===== src/core/pfm_pkg.sv =====
// Constants, types and helper functions of the pin function multiplexer
`default_nettype none

package pfm_pkg;

	////////////////////////////////////////////////////////////////////////
	// Pin counts and register file shape
	localparam int PFM_PA_PINS = 14;
	localparam int PFM_PB_PINS = 16;
	localparam int PFM_FUNCS   = 4;
	localparam int PFM_NREGS   = 5;
	localparam int PFM_REG_W   = 16;

	// Register numbers inside the register file
	localparam int PFM_R_PA_FUNC  = 0;
	localparam int PFM_R_PA_DIR   = 1;
	localparam int PFM_R_PB_FUNC  = 2;
	localparam int PFM_R_PB_DIR   = 3;
	localparam int PFM_R_PB_FUNC2 = 4;

	// Printed offsets are register indices; byte address is four times
	localparam logic [31:0] PFM_IDX_PA_FUNC  = 32'hFFFFFC80;
	localparam logic [31:0] PFM_IDX_PA_DIR   = 32'hFFFFFC82;
	localparam logic [31:0] PFM_IDX_PB_FUNC  = 32'hFFFFFC88;
	localparam logic [31:0] PFM_IDX_PB_DIR   = 32'hFFFFFC8A;
	localparam logic [31:0] PFM_IDX_PB_FUNC2 = 32'hFFFFFC8E;
	localparam logic [PFM_NREGS-1:0][31:0] PFM_IDX = {
		PFM_IDX_PB_FUNC2, PFM_IDX_PB_DIR, PFM_IDX_PB_FUNC,
		PFM_IDX_PA_DIR, PFM_IDX_PA_FUNC};

	// Reset value and writable bits of each register
	localparam logic [15:0] PFM_RST_VAL      = 16'h0000;
	localparam logic [15:0] PFM_MASK_PA_FUNC = 16'h3FFF;
	localparam logic [15:0] PFM_MASK_PA_DIR  = 16'h3FF7;
	localparam logic [15:0] PFM_MASK_PB      = 16'hFFFF;
	localparam logic [PFM_NREGS-1:0][15:0] PFM_MASK = {
		PFM_MASK_PB, PFM_MASK_PB, PFM_MASK_PB,
		PFM_MASK_PA_DIR, PFM_MASK_PA_FUNC};

	// Port B: second register holds pins 0..7, first holds pins 8..15
	localparam int PFM_PB_PINS_PER_REG = 8;
	localparam int PFM_CODE_W          = 2;

	// Port A pins whose general port is function 2, and pins with none
	localparam logic [13:0] PFM_PA_GP_FN2 = 14'h0080;
	localparam logic [13:0] PFM_PA_NO_GP  = 14'h0008;

	// AHB encodings
	localparam logic [2:0] PFM_SIZE_BYTE = 3'h0;
	localparam logic [2:0] PFM_SIZE_HALF = 3'h1;
	localparam logic [1:0] PFM_RESP_OKAY = 2'h0;

	typedef enum logic [1:0] {
		PFM_FN1 = 2'b00,
		PFM_FN2 = 2'b01,
		PFM_FN3 = 2'b10,
		PFM_FN4 = 2'b11
	} pfm_func_e;

	////////////////////////////////////////////////////////////////////////
	// Byte address of a register index
	function automatic logic [31:0] pfm_addr(input logic [31:0] idx);
		return {idx[29:0], 2'b00};
	endfunction : pfm_addr

	// Low two byte lanes touched by an access
	function automatic logic [1:0] pfm_lanes(input logic [2:0] size,
		input logic [1:0] a);
		if (size == PFM_SIZE_BYTE) begin
			return (a == 2'h0) ? 2'b01 : (a == 2'h1) ? 2'b10 : 2'b00;
		end else if (size == PFM_SIZE_HALF) begin
			return a[1] ? 2'b00 : 2'b11;
		end
		return 2'b11;
	endfunction : pfm_lanes

	// Lane merge of write data into a register
	function automatic logic [15:0] pfm_merge(input logic [15:0] old,
		input logic [15:0] wd, input logic [1:0] lanes,
		input logic [15:0] mask);
		logic [15:0] m;
		m = {lanes[1] ? wd[15:8] : old[15:8], lanes[0] ? wd[7:0] : old[7:0]};
		return m & mask;
	endfunction : pfm_merge

endpackage : pfm_pkg

`default_nettype wire


===== src/core/pfm_pin_cell.sv =====
// One shared pin: output, enable and input routing by function code
`default_nettype none

module pfm_pin_cell #(
	parameter bit         HAS_GPIO = 1'b1,
	parameter logic [1:0] GP_CODE  = 2'b00
) (
	input  wire logic               hclk,     // Bus clock
	input  wire logic               hresetn,  // Power-on reset, low
	input  wire pfm_pkg::pfm_func_e code,     // Selected function
	input  wire logic               dir,      // General pin direction
	input  wire logic               pin_in,   // Level on the pin
	input  wire logic               gpio_out, // General port data
	input  wire logic [3:0]         fn_out,   // Peripheral outputs
	input  wire logic [3:0]         fn_oe,    // Peripheral enables
	output logic                    pin_out,  // Pin drive level
	output logic                    pin_oe,   // Pin drive enable
	output logic                    gpio_in,  // Pin level to port
	output logic [3:0]              fn_in     // Pin level to peripherals
);
	import pfm_pkg::*;

	wire       gp_sel = HAS_GPIO && (code == GP_CODE);
	wire       oe_next = gp_sel ? dir : fn_oe[code];
	wire       out_next = gp_sel ? gpio_out : fn_out[code];
	wire [3:0] onehot = 4'(4'h1 << code);
	wire [3:0] fn_in_next = gp_sel ? 4'h0 : (onehot & {4{pin_in}});

	always_ff @(posedge hclk or negedge hresetn) begin
		if (!hresetn) begin
			pin_out <= 1'b0;
			pin_oe  <= 1'b0;
			gpio_in <= 1'b0;
			fn_in   <= 4'h0;
		end else begin
			pin_out <= out_next;
			pin_oe  <= oe_next;
			gpio_in <= pin_in;
			fn_in   <= fn_in_next;
		end
	end
endmodule : pfm_pin_cell

`default_nettype wire


===== src/core/pfm_mux.sv =====
// Pin function multiplexer top: AHB-Lite registers and pin cells
//
// The implementer's own choice: the AHB-Lite register port.
`default_nettype none

module pfm_mux (
	input  wire logic        hclk,       // Bus clock, 20 MHz
	input  wire logic        hresetn,    // Power-on reset, low
	input  wire logic        hsel,       // Slave select
	input  wire logic [31:0] haddr,      // Byte address
	input  wire logic [1:0]  htrans,     // Transfer type
	input  wire logic        hwrite,     // Write when high
	input  wire logic [2:0]  hsize,      // Access size
	input  wire logic [31:0] hwdata,     // Write data
	input  wire logic        hready,     // Bus ready
	output logic             hreadyout,  // Slave ready
	output logic [31:0]      hrdata,     // Read data
	output logic [1:0]       hresp,      // Response
	input  wire logic [pfm_pkg::PFM_PA_PINS-1:0] pa_pin_in,   // A levels
	output logic [pfm_pkg::PFM_PA_PINS-1:0]      pa_pin_out,  // A drive
	output logic [pfm_pkg::PFM_PA_PINS-1:0]      pa_pin_oe,   // A enable
	input  wire logic [pfm_pkg::PFM_PA_PINS-1:0] pa_gpio_out, // A port data
	output logic [pfm_pkg::PFM_PA_PINS-1:0]      pa_gpio_in,  // A to port
	input  wire logic [4*pfm_pkg::PFM_PA_PINS-1:0] pa_fn_out, // A periph out
	input  wire logic [4*pfm_pkg::PFM_PA_PINS-1:0] pa_fn_oe,  // A periph en
	output logic [4*pfm_pkg::PFM_PA_PINS-1:0]      pa_fn_in,  // A periph in
	input  wire logic [pfm_pkg::PFM_PB_PINS-1:0] pb_pin_in,   // B levels
	output logic [pfm_pkg::PFM_PB_PINS-1:0]      pb_pin_out,  // B drive
	output logic [pfm_pkg::PFM_PB_PINS-1:0]      pb_pin_oe,   // B enable
	input  wire logic [pfm_pkg::PFM_PB_PINS-1:0] pb_gpio_out, // B port data
	output logic [pfm_pkg::PFM_PB_PINS-1:0]      pb_gpio_in,  // B to port
	input  wire logic [4*pfm_pkg::PFM_PB_PINS-1:0] pb_fn_out, // B periph out
	input  wire logic [4*pfm_pkg::PFM_PB_PINS-1:0] pb_fn_oe,  // B periph en
	output logic [4*pfm_pkg::PFM_PB_PINS-1:0]      pb_fn_in   // B periph in
);
	import pfm_pkg::*;

	////////////////////////////////////////////////////////////////////////
	// Bus address phase
	logic [15:0]          cfg_reg  [PFM_NREGS];
	logic [15:0]          cfg_next [PFM_NREGS];
	logic [PFM_NREGS-1:0] dp_sel_reg;
	logic                 dp_write_reg;
	logic [1:0]           dp_lanes_reg;
	logic [31:0]          hrdata_next;
	logic [15:0]          rd_word;
	logic                 first_cyc_reg;

	wire                 xfer = hsel && htrans[1] && hready;
	wire [1:0]           a_lanes = pfm_lanes(hsize, haddr[1:0]);
	wire [PFM_NREGS-1:0] a_sel;

	genvar r;
	generate
		for (r = 0; r < PFM_NREGS; r++) begin : g_reg
			// Match the word, so byte lanes of a register decode too
			wire [31:0] reg_addr = pfm_addr(PFM_IDX[r]);
			assign a_sel[r] = (haddr[31:2] == reg_addr[31:2]);
			// Writes land in the data phase, masked to the live bits
			assign cfg_next[r] = (dp_write_reg && dp_sel_reg[r])
				? pfm_merge(cfg_reg[r], hwdata[15:0], dp_lanes_reg,
					PFM_MASK[r])
				: cfg_reg[r];

			always_ff @(posedge hclk or negedge hresetn) begin
				if (!hresetn) begin
					cfg_reg[r] <= PFM_RST_VAL;
				end else begin
					cfg_reg[r] <= cfg_next[r];
				end
			end
		end
	endgenerate

	// Read from next values so a read right after a write sees it
	always_comb begin
		rd_word = 16'h0000;
		for (int k = 0; k < PFM_NREGS; k++) begin
			if (a_sel[k]) begin
				rd_word = rd_word | cfg_next[k];
			end
		end
	end

	// Unmapped reads return zero; writes there are dropped
	assign hrdata_next = (xfer && !hwrite) ? {16'h0000, rd_word} : 32'h0;

	always_ff @(posedge hclk or negedge hresetn) begin
		if (!hresetn) begin
			dp_sel_reg    <= '0;
			dp_write_reg  <= 1'b0;
			dp_lanes_reg  <= 2'b00;
			hrdata        <= 32'h0;
			hreadyout     <= 1'b1;
			hresp         <= PFM_RESP_OKAY;
			first_cyc_reg <= 1'b1;
		end else begin
			dp_sel_reg    <= xfer ? a_sel : '0;
			dp_write_reg  <= xfer && hwrite;
			dp_lanes_reg  <= a_lanes;
			hrdata        <= hrdata_next;
			hreadyout     <= 1'b1;
			hresp         <= PFM_RESP_OKAY;
			first_cyc_reg <= 1'b0;
		end
	end

	////////////////////////////////////////////////////////////////////////
	// Function codes, from registers only
	wire [31:0] pb_codes = {cfg_reg[PFM_R_PB_FUNC], cfg_reg[PFM_R_PB_FUNC2]};
	pfm_func_e  pa_code [PFM_PA_PINS];
	pfm_func_e  pb_code [PFM_PB_PINS];

	genvar i;
	generate
		for (i = 0; i < PFM_PA_PINS; i++) begin : g_pa
			// One mode bit per pin, high code bit always zero
			assign pa_code[i] =
				pfm_func_e'({1'b0, cfg_reg[PFM_R_PA_FUNC][i]});
			pfm_pin_cell #(
				.HAS_GPIO (!PFM_PA_NO_GP[i]),
				.GP_CODE  (PFM_PA_GP_FN2[i] ? PFM_FN2 : PFM_FN1)
			) u_cell (
				.hclk     (hclk),
				.hresetn  (hresetn),
				.code     (pa_code[i]),
				.dir      (cfg_reg[PFM_R_PA_DIR][i]),
				.pin_in   (pa_pin_in[i]),
				.gpio_out (pa_gpio_out[i]),
				.fn_out   (pa_fn_out[4*i +: 4]),
				.fn_oe    (pa_fn_oe[4*i +: 4]),
				.pin_out  (pa_pin_out[i]),
				.pin_oe   (pa_pin_oe[i]),
				.gpio_in  (pa_gpio_in[i]),
				.fn_in    (pa_fn_in[4*i +: 4])
			);
		end
		for (i = 0; i < PFM_PB_PINS; i++) begin : g_pb
			assign pb_code[i] =
				pfm_func_e'(pb_codes[PFM_CODE_W*i +: PFM_CODE_W]);
			pfm_pin_cell #(
				.HAS_GPIO (1'b1),
				.GP_CODE  (PFM_FN1)
			) u_cell (
				.hclk     (hclk),
				.hresetn  (hresetn),
				.code     (pb_code[i]),
				.dir      (cfg_reg[PFM_R_PB_DIR][i]),
				.pin_in   (pb_pin_in[i]),
				.gpio_out (pb_gpio_out[i]),
				.fn_out   (pb_fn_out[4*i +: 4]),
				.fn_oe    (pb_fn_oe[4*i +: 4]),
				.pin_out  (pb_pin_out[i]),
				.pin_oe   (pb_pin_oe[i]),
				.gpio_in  (pb_gpio_in[i]),
				.fn_in    (pb_fn_in[4*i +: 4])
			);
		end
	endgenerate
endmodule : pfm_mux

`default_nettype wire


===== config.mk =====
export PLATFORM = sky130hd
export DESIGN_NAME = pfm_mux
export DESIGN_NICKNAME = d
export VERILOG_FILES = /design/src/core/pfm_pkg.sv /design/src/core/pfm_pin_cell.sv /design/src/core/pfm_mux.sv
export SDC_FILE = /design/constraint.sdc
export NUM_CORES = 1
export LEC_CHECK = 0
export ABC_AREA = 1
export BUFFER_PORTS_ARGS = -buffer_cell sky130_fd_sc_hd__buf_4
export CAP_MARGIN = 20
export CORE_AREA = 2 2 243 245
export DETAILED_ROUTE_END_ITERATION = 6
export DIE_AREA = 0 0 245 247
export PLACE_DENSITY = 0.43
export SLEW_MARGIN = 5
export SYNTH_ARGS = -nofsm -noshare
export SYNTH_HDL_FRONTEND = slang
export SYNTH_HIERARCHICAL = 1
export SYNTH_SLANG_ARGS = --single-unit

===== constraint.sdc =====
create_clock -name hclk -period 3.5 [get_ports hclk]
set_input_delay 0.35 -clock hclk [delete_from_list [all_inputs] [get_ports hclk]]
set_output_delay 0.35 -clock hclk [all_outputs]
set_load 0.05 [all_outputs]

# Word level (Yosys, flattened, before mapping)
# Cells that the tools add are included.
# totals
reg_bits	314
word_cells	505
# classes
magnitude_cmp	30
eq_ne	7
shifts	30
muxes	235
n_bitwise	34
reduce_logical	40
# op_table
cell	count
$mux 16	11
$eq 30x30->1 const B	5
$mux 1	146
$and 4x4->4	30
$mux 4	29
$bmux 1 s2	32
$mux 8	8
$or 16x16->16	4
$shl 1x2->4 const A	16
$logic_not 2->1	29
$shl 1x1->4 const A	14
$lt 2x3->1 const B	16
$lt 1x3->1 const B	14
$mux 2	6
$mux 6	2
$logic_and 1x1->1	9
$mux 5	1
$eq 3x1->1 const B	1
$logic_not 3->1	1
$eq 2x1->1 const B	1
$logic_not 1->1	1

# Longest topological paths before layout
# logic_depth
word_depth	12
mapped_depth	11
mapped_depth_nobuf	9

# By module
# The synthesis kept the hierarchy.
# modules_own_cells
module	n_inst	cells_each	area_per_inst_um2	seq_area_each_um2
pfm_pin_cell (g_pa[0].u_cell ...)	28	31	276.5	175.2
pfm_mux	1	648	5272.6	2602.5
pfm_pin_cell (g_pa[7].u_cell)	1	38	305.3	175.2
pfm_pin_cell (g_pa[3].u_cell)	1	32	274.0	175.2

# Worst setup path before layout
# No wires, ideal clock.
# synth_timing
kind	input to register
startpoint	input haddr[2]
endpoint	register hrdata[10]
setup_time_ns	0.071
t_arrival_ns	1.252
required_time_ns	3.429
slack_ns	2.177
path_stages	10
n_path_buf	1
cell_sequence	inv_1 nand2_1 nor2_1 nand2_1 nor2_4 buf_6 nand3_1 nand3_1 nor2_1 nor2_1
# synth_between
elab_chain_len	11
elab_cells_between_ends	15
classes_between	eq/ne (5); mux (6); bitwise (4)
# synth_rtl
item	line_no	source
from (decl)	pfm_mux.sv:10	input wire logic [31:0] haddr,
$eq 30x30->1	pfm_mux.sv:58	assign a_sel[r] = (haddr[31:2] == reg_addr[31:2]);
$mux 16	pfm_mux.sv:79	if (a_sel[k]) begin
$or 16x16->16	pfm_mux.sv:80	rd_word = rd_word | cfg_next[k];
$mux 16	pfm_mux.sv:79	
$or 16x16->16	pfm_mux.sv:80	
$mux 16	pfm_mux.sv:79	
$or 16x16->16	pfm_mux.sv:80	
$mux 16	pfm_mux.sv:79	
$or 16x16->16	pfm_mux.sv:80	
$mux 16 *	pfm_mux.sv:79	
$mux 16 *	pfm_mux.sv:86	assign hrdata_next = (xfer && !hwrite) ? {16'h0000, rd_word} : 32'h0;
named net hrdata_next[10]	pfm_mux.sv:45	logic [31:0] hrdata_next;
to (signal assigned)	pfm_mux.sv:101	hrdata <= hrdata_next;
to (decl)	pfm_mux.sv:17	output logic [31:0] hrdata,
# The timed path passes the listed nets; every way through them passes the cells marked *.

==> flow_metrics.py <==
metrics = {
    "outcome": {
        "status": "completed",
    },
    "floorplanning": {
        "die_area_mm2": 0.06052,
        "initial_core_util_pct": 23.34,
        "io_pins": 619,
        "die_y_um": 247,
        "die-width_um": 245,
        "coreArea_mm2": 0.05824,
        "placement_rows": 89,
    },
    "global_route": {
        "grt_max_degree": 80,
        "grt_pass1_wl_um": 75870,
        "antenna_found_initial": 1,
        "grt_pass1_vias": 12300,
        "gr-total-overflow": 0,
        "gr-usage-all-layers_pct": 16.60,
    },
    "power": {
        "finalPower_w": 0.009150,
        "p_per_area_mw_per_mm2": 453.1,
        "irDropWorstVdd_uv": 273.2,
        "p_sw_w": 0.002413,
        "pwr-share-clk_pct": 46.1,
        "p_leak_nw": 10.81,
        "p_sw_share_pct": 26.37,
        "p_int_w": 0.006737,
        "sequentialPowerShare_pct": 41.1,
        "combPwrFrac_pct": 12.7,
    },
    "route": {
        "drc": 0,
        "first_pass_iters": 5,
        "vias_per_cell": 4.157,
        "drt_wl_total_um": 51720,
        "drtIter0Drc": 659,
        "num_vias": 12570,
        "ant_nets": 0,
        "wire_per_inst_um": 17.10,
    },
    "placed_design": {
        "post_dp_cell_area_mm2": 0.01854,
        "hpwl_um": 39760,
        "io_buffers": 523,
        "gp_congestion": 0.8377,
    },
    "synthesis": {
        "yosys-top-cells-count": "nand2_1, dfrtp_1, inv_1",
        "synth.avg_cell_area_um2": 8.571,
        "synth-async-reset-ratio_pct": 100.0,
        "synth_top_area_share_pct": 57.80,
        "ys.flop_type": "dfrtp_1",
        "yosysUniqueCellTypes": 25,
        "synth_top_area_cell": "dfrtp_1",
        "syn_area_mm2": 0.01359,
        "ys_seq_elements": 314,
        "syn_inst": 1586,
        "synth_most_common_cell": "nand2_1",
        "synth_area_leaders": "dfrtp_1, nand2_1, inv_1",
        "ys_seq_area_share_pct": 57.80,
        "synth_edf_count": 0,
        "yosysWarnings": 6,
    },
    "timing": {
        "slew_violations": 0,
        "post-route-period-util_pct": 68.98,
        "slew_headroom_pct": 29.91,
        "worstMarginPinSlew_ns": 1.049,
        "fin_crit_ns": 2.414,
        "tns_ns": 0,
        "max_freq_mhz": 414.2,
        "rsz0062_at_grt": "false",
        "clock_skew_ns": 0.01576,
        "holdWs_ns": 0.03536,
        "final-setup-viol-count": 0,
        "finalHoldViolCount": 0,
    },
    "clock_tree": {
        "cts_buffer_depth": 3,
        "htreeDepth": 2,
        "cts_setup_buffers": 0,
        "cts.sinks": 314,
        "cts_tree": "yes",
        "clk_latency_ns": 0.56,
        "numCtsBuffers": 40,
        "worst_setup_hold_path_clk_slew_ns": 0.06,
        "root_buffer": "clkbuf_16",
    },
    "worst_setup_path": {
        "cp_max_fo": 23,
        "cp_data_arrival_time_ns": 2.85,
        "path_class": "reg2reg",
        "worst-path-buf-inv": 1,
        "critical_path.startpoint_type": "flop",
        "cp_cell_sequence": "buf_4 > nand2_1 > o21ai_0 > o21ai_1 > nand3_1 > nand3_1 > nor2_1 > nor2_1",
        "r2r_slack_ns": 1.09,
        "critical-path-top-delay-family": "simple AND/OR/NAND/NOR gates",
        "critPathRequiredTime_ns": 3.93,
        "end_kind": "flop",
        "slowest_delay_ns": 0.64,
        "cp_slowest_cell": "nand2_1",
    },
    "finish": {
        "fillCellCount": 6145,
        "nNetsFinal": 2595,
        "largest_register_ffs": 80,
        "syn2layout_area_growth_pct": 48.54,
        "drive_above_1_share_pct": 29.38,
        "fin_util_pct": 34.67,
        "final_cell_area_mm2": 0.02019,
    },
    "run": {
        "drv_cap": 0,
    },
    "hold_path": {
        "hold_path_class": "in2reg",
    },
}
==> final timing paths <==
path / depth (start not counted) / to / from
max in group asynchronous: 3 / g_pa[12].u_cell/fn_in[0] / hresetn
max reg2reg: 8 / hrdata[0] / dp_write_reg
min reg2reg: 2 / cfg_reg[51] / cfg_reg[51]
max: 8 / hrdata[0] / dp_write_reg
min: 3 / dp_lanes_reg[0] / hsize[1]
min in group asynchronous: 2 / g_pb[6].u_cell/fn_in[3] / hresetn
==> cell type report <==
| type | instances | area (um2) | area share (%) |
|---|---|---|---|
| flip-flops and latches | 314 | 7858 | 38.91 |
| multi-input cells | 1018 | 4593 | 22.75 |
| diodes | 1 | 2.502 | 0.01239 |
| well taps | 773 | 967.2 | 4.790 |
| repair buffers | 565 | 4377 | 21.67 |
| clock buffers | 65 | 1246 | 6.171 |
| inverters | 282 | 1059 | 5.242 |
| clock inverters | 6 | 91.34 | 0.4523 |
==> per-layer routing <==
metal | part of all wire (%) | track usage (%) | routed length [um]
met1 | 42 | 21.18 | 21550
met2 | 49 | 28.20 | 25470
met3 | 6.7 | 3.538 | 3473
met4 | 2.4 | 4.860 | 1230
met5 | 0 | 0 | 0
==> placed cells by master, fill, tap and decap left out, types with 2 or more instances in the layout <==
cell type / instances
nand3_1: 110
inv_6: 2
buf_4: 529
bufinv_16: 2
clkbuf_16: 41
clkbuf_1: 11
o21ai_1: 54
buf_12: 4
nand3_4: 4
o21ai_0: 75
clkbuf_8: 13
nand2_4: 2
nor2_4: 7
conb_1: 106
nand3_2: 6
nand2_1: 339
nor2_2: 5
inv_2: 41
dfrtp_1: 314
nand4_1: 38
inv_1: 241
nor2_1: 123
nor3_1: 91
dlygate4sd3_1: 31
a21oi_1: 56
==> power groups by stage <==
stage | Clock [W] | Sequential (W) | Combinational [W]
5_1_grt | 0.00450 | 0.00377 | 0.00126
2_1_floorplan | 0 | 0.00417 | 0.000238
6_report | 0.00422 | 0.00376 | 0.00117
4_1_cts | 0.00435 | 0.00377 | 0.00118
3_3_place_gp | 0 | 0.00383 | 0.00114
3_5_place_dp | 0 | 0.00383 | 0.00115
==> tightest hold or removal path, cell delays in order <==
cell and delay (ns):
buf_4 0.08, nor2_1 0.04, nand2_1 0.09
==> kinds of logic after synthesis <==
family	share of synthesized area (%)
AND/OR/NAND/NOR	23.99
buffers and inverters	10.48
flip-flops	57.80
AO/OA/AOI/OAI	6.875
other	0.8559
==> metrics by stage <==
stage | setup WS, ns | cells
floorplan | 2.177 | 1661
global placement | 1.146 | 2921
detailed placement | 1.139 | 2921
CTS | 1.134 | 3023
global route | 0.9046 | 3024
finish | 1.086 | 3024
==> repair_timing <==
item	CTS	global route
hold buffers	31	0
endpoints found under the hold margin	102	0
resized for setup	0	0
Power figures use the tool's default switching activity.
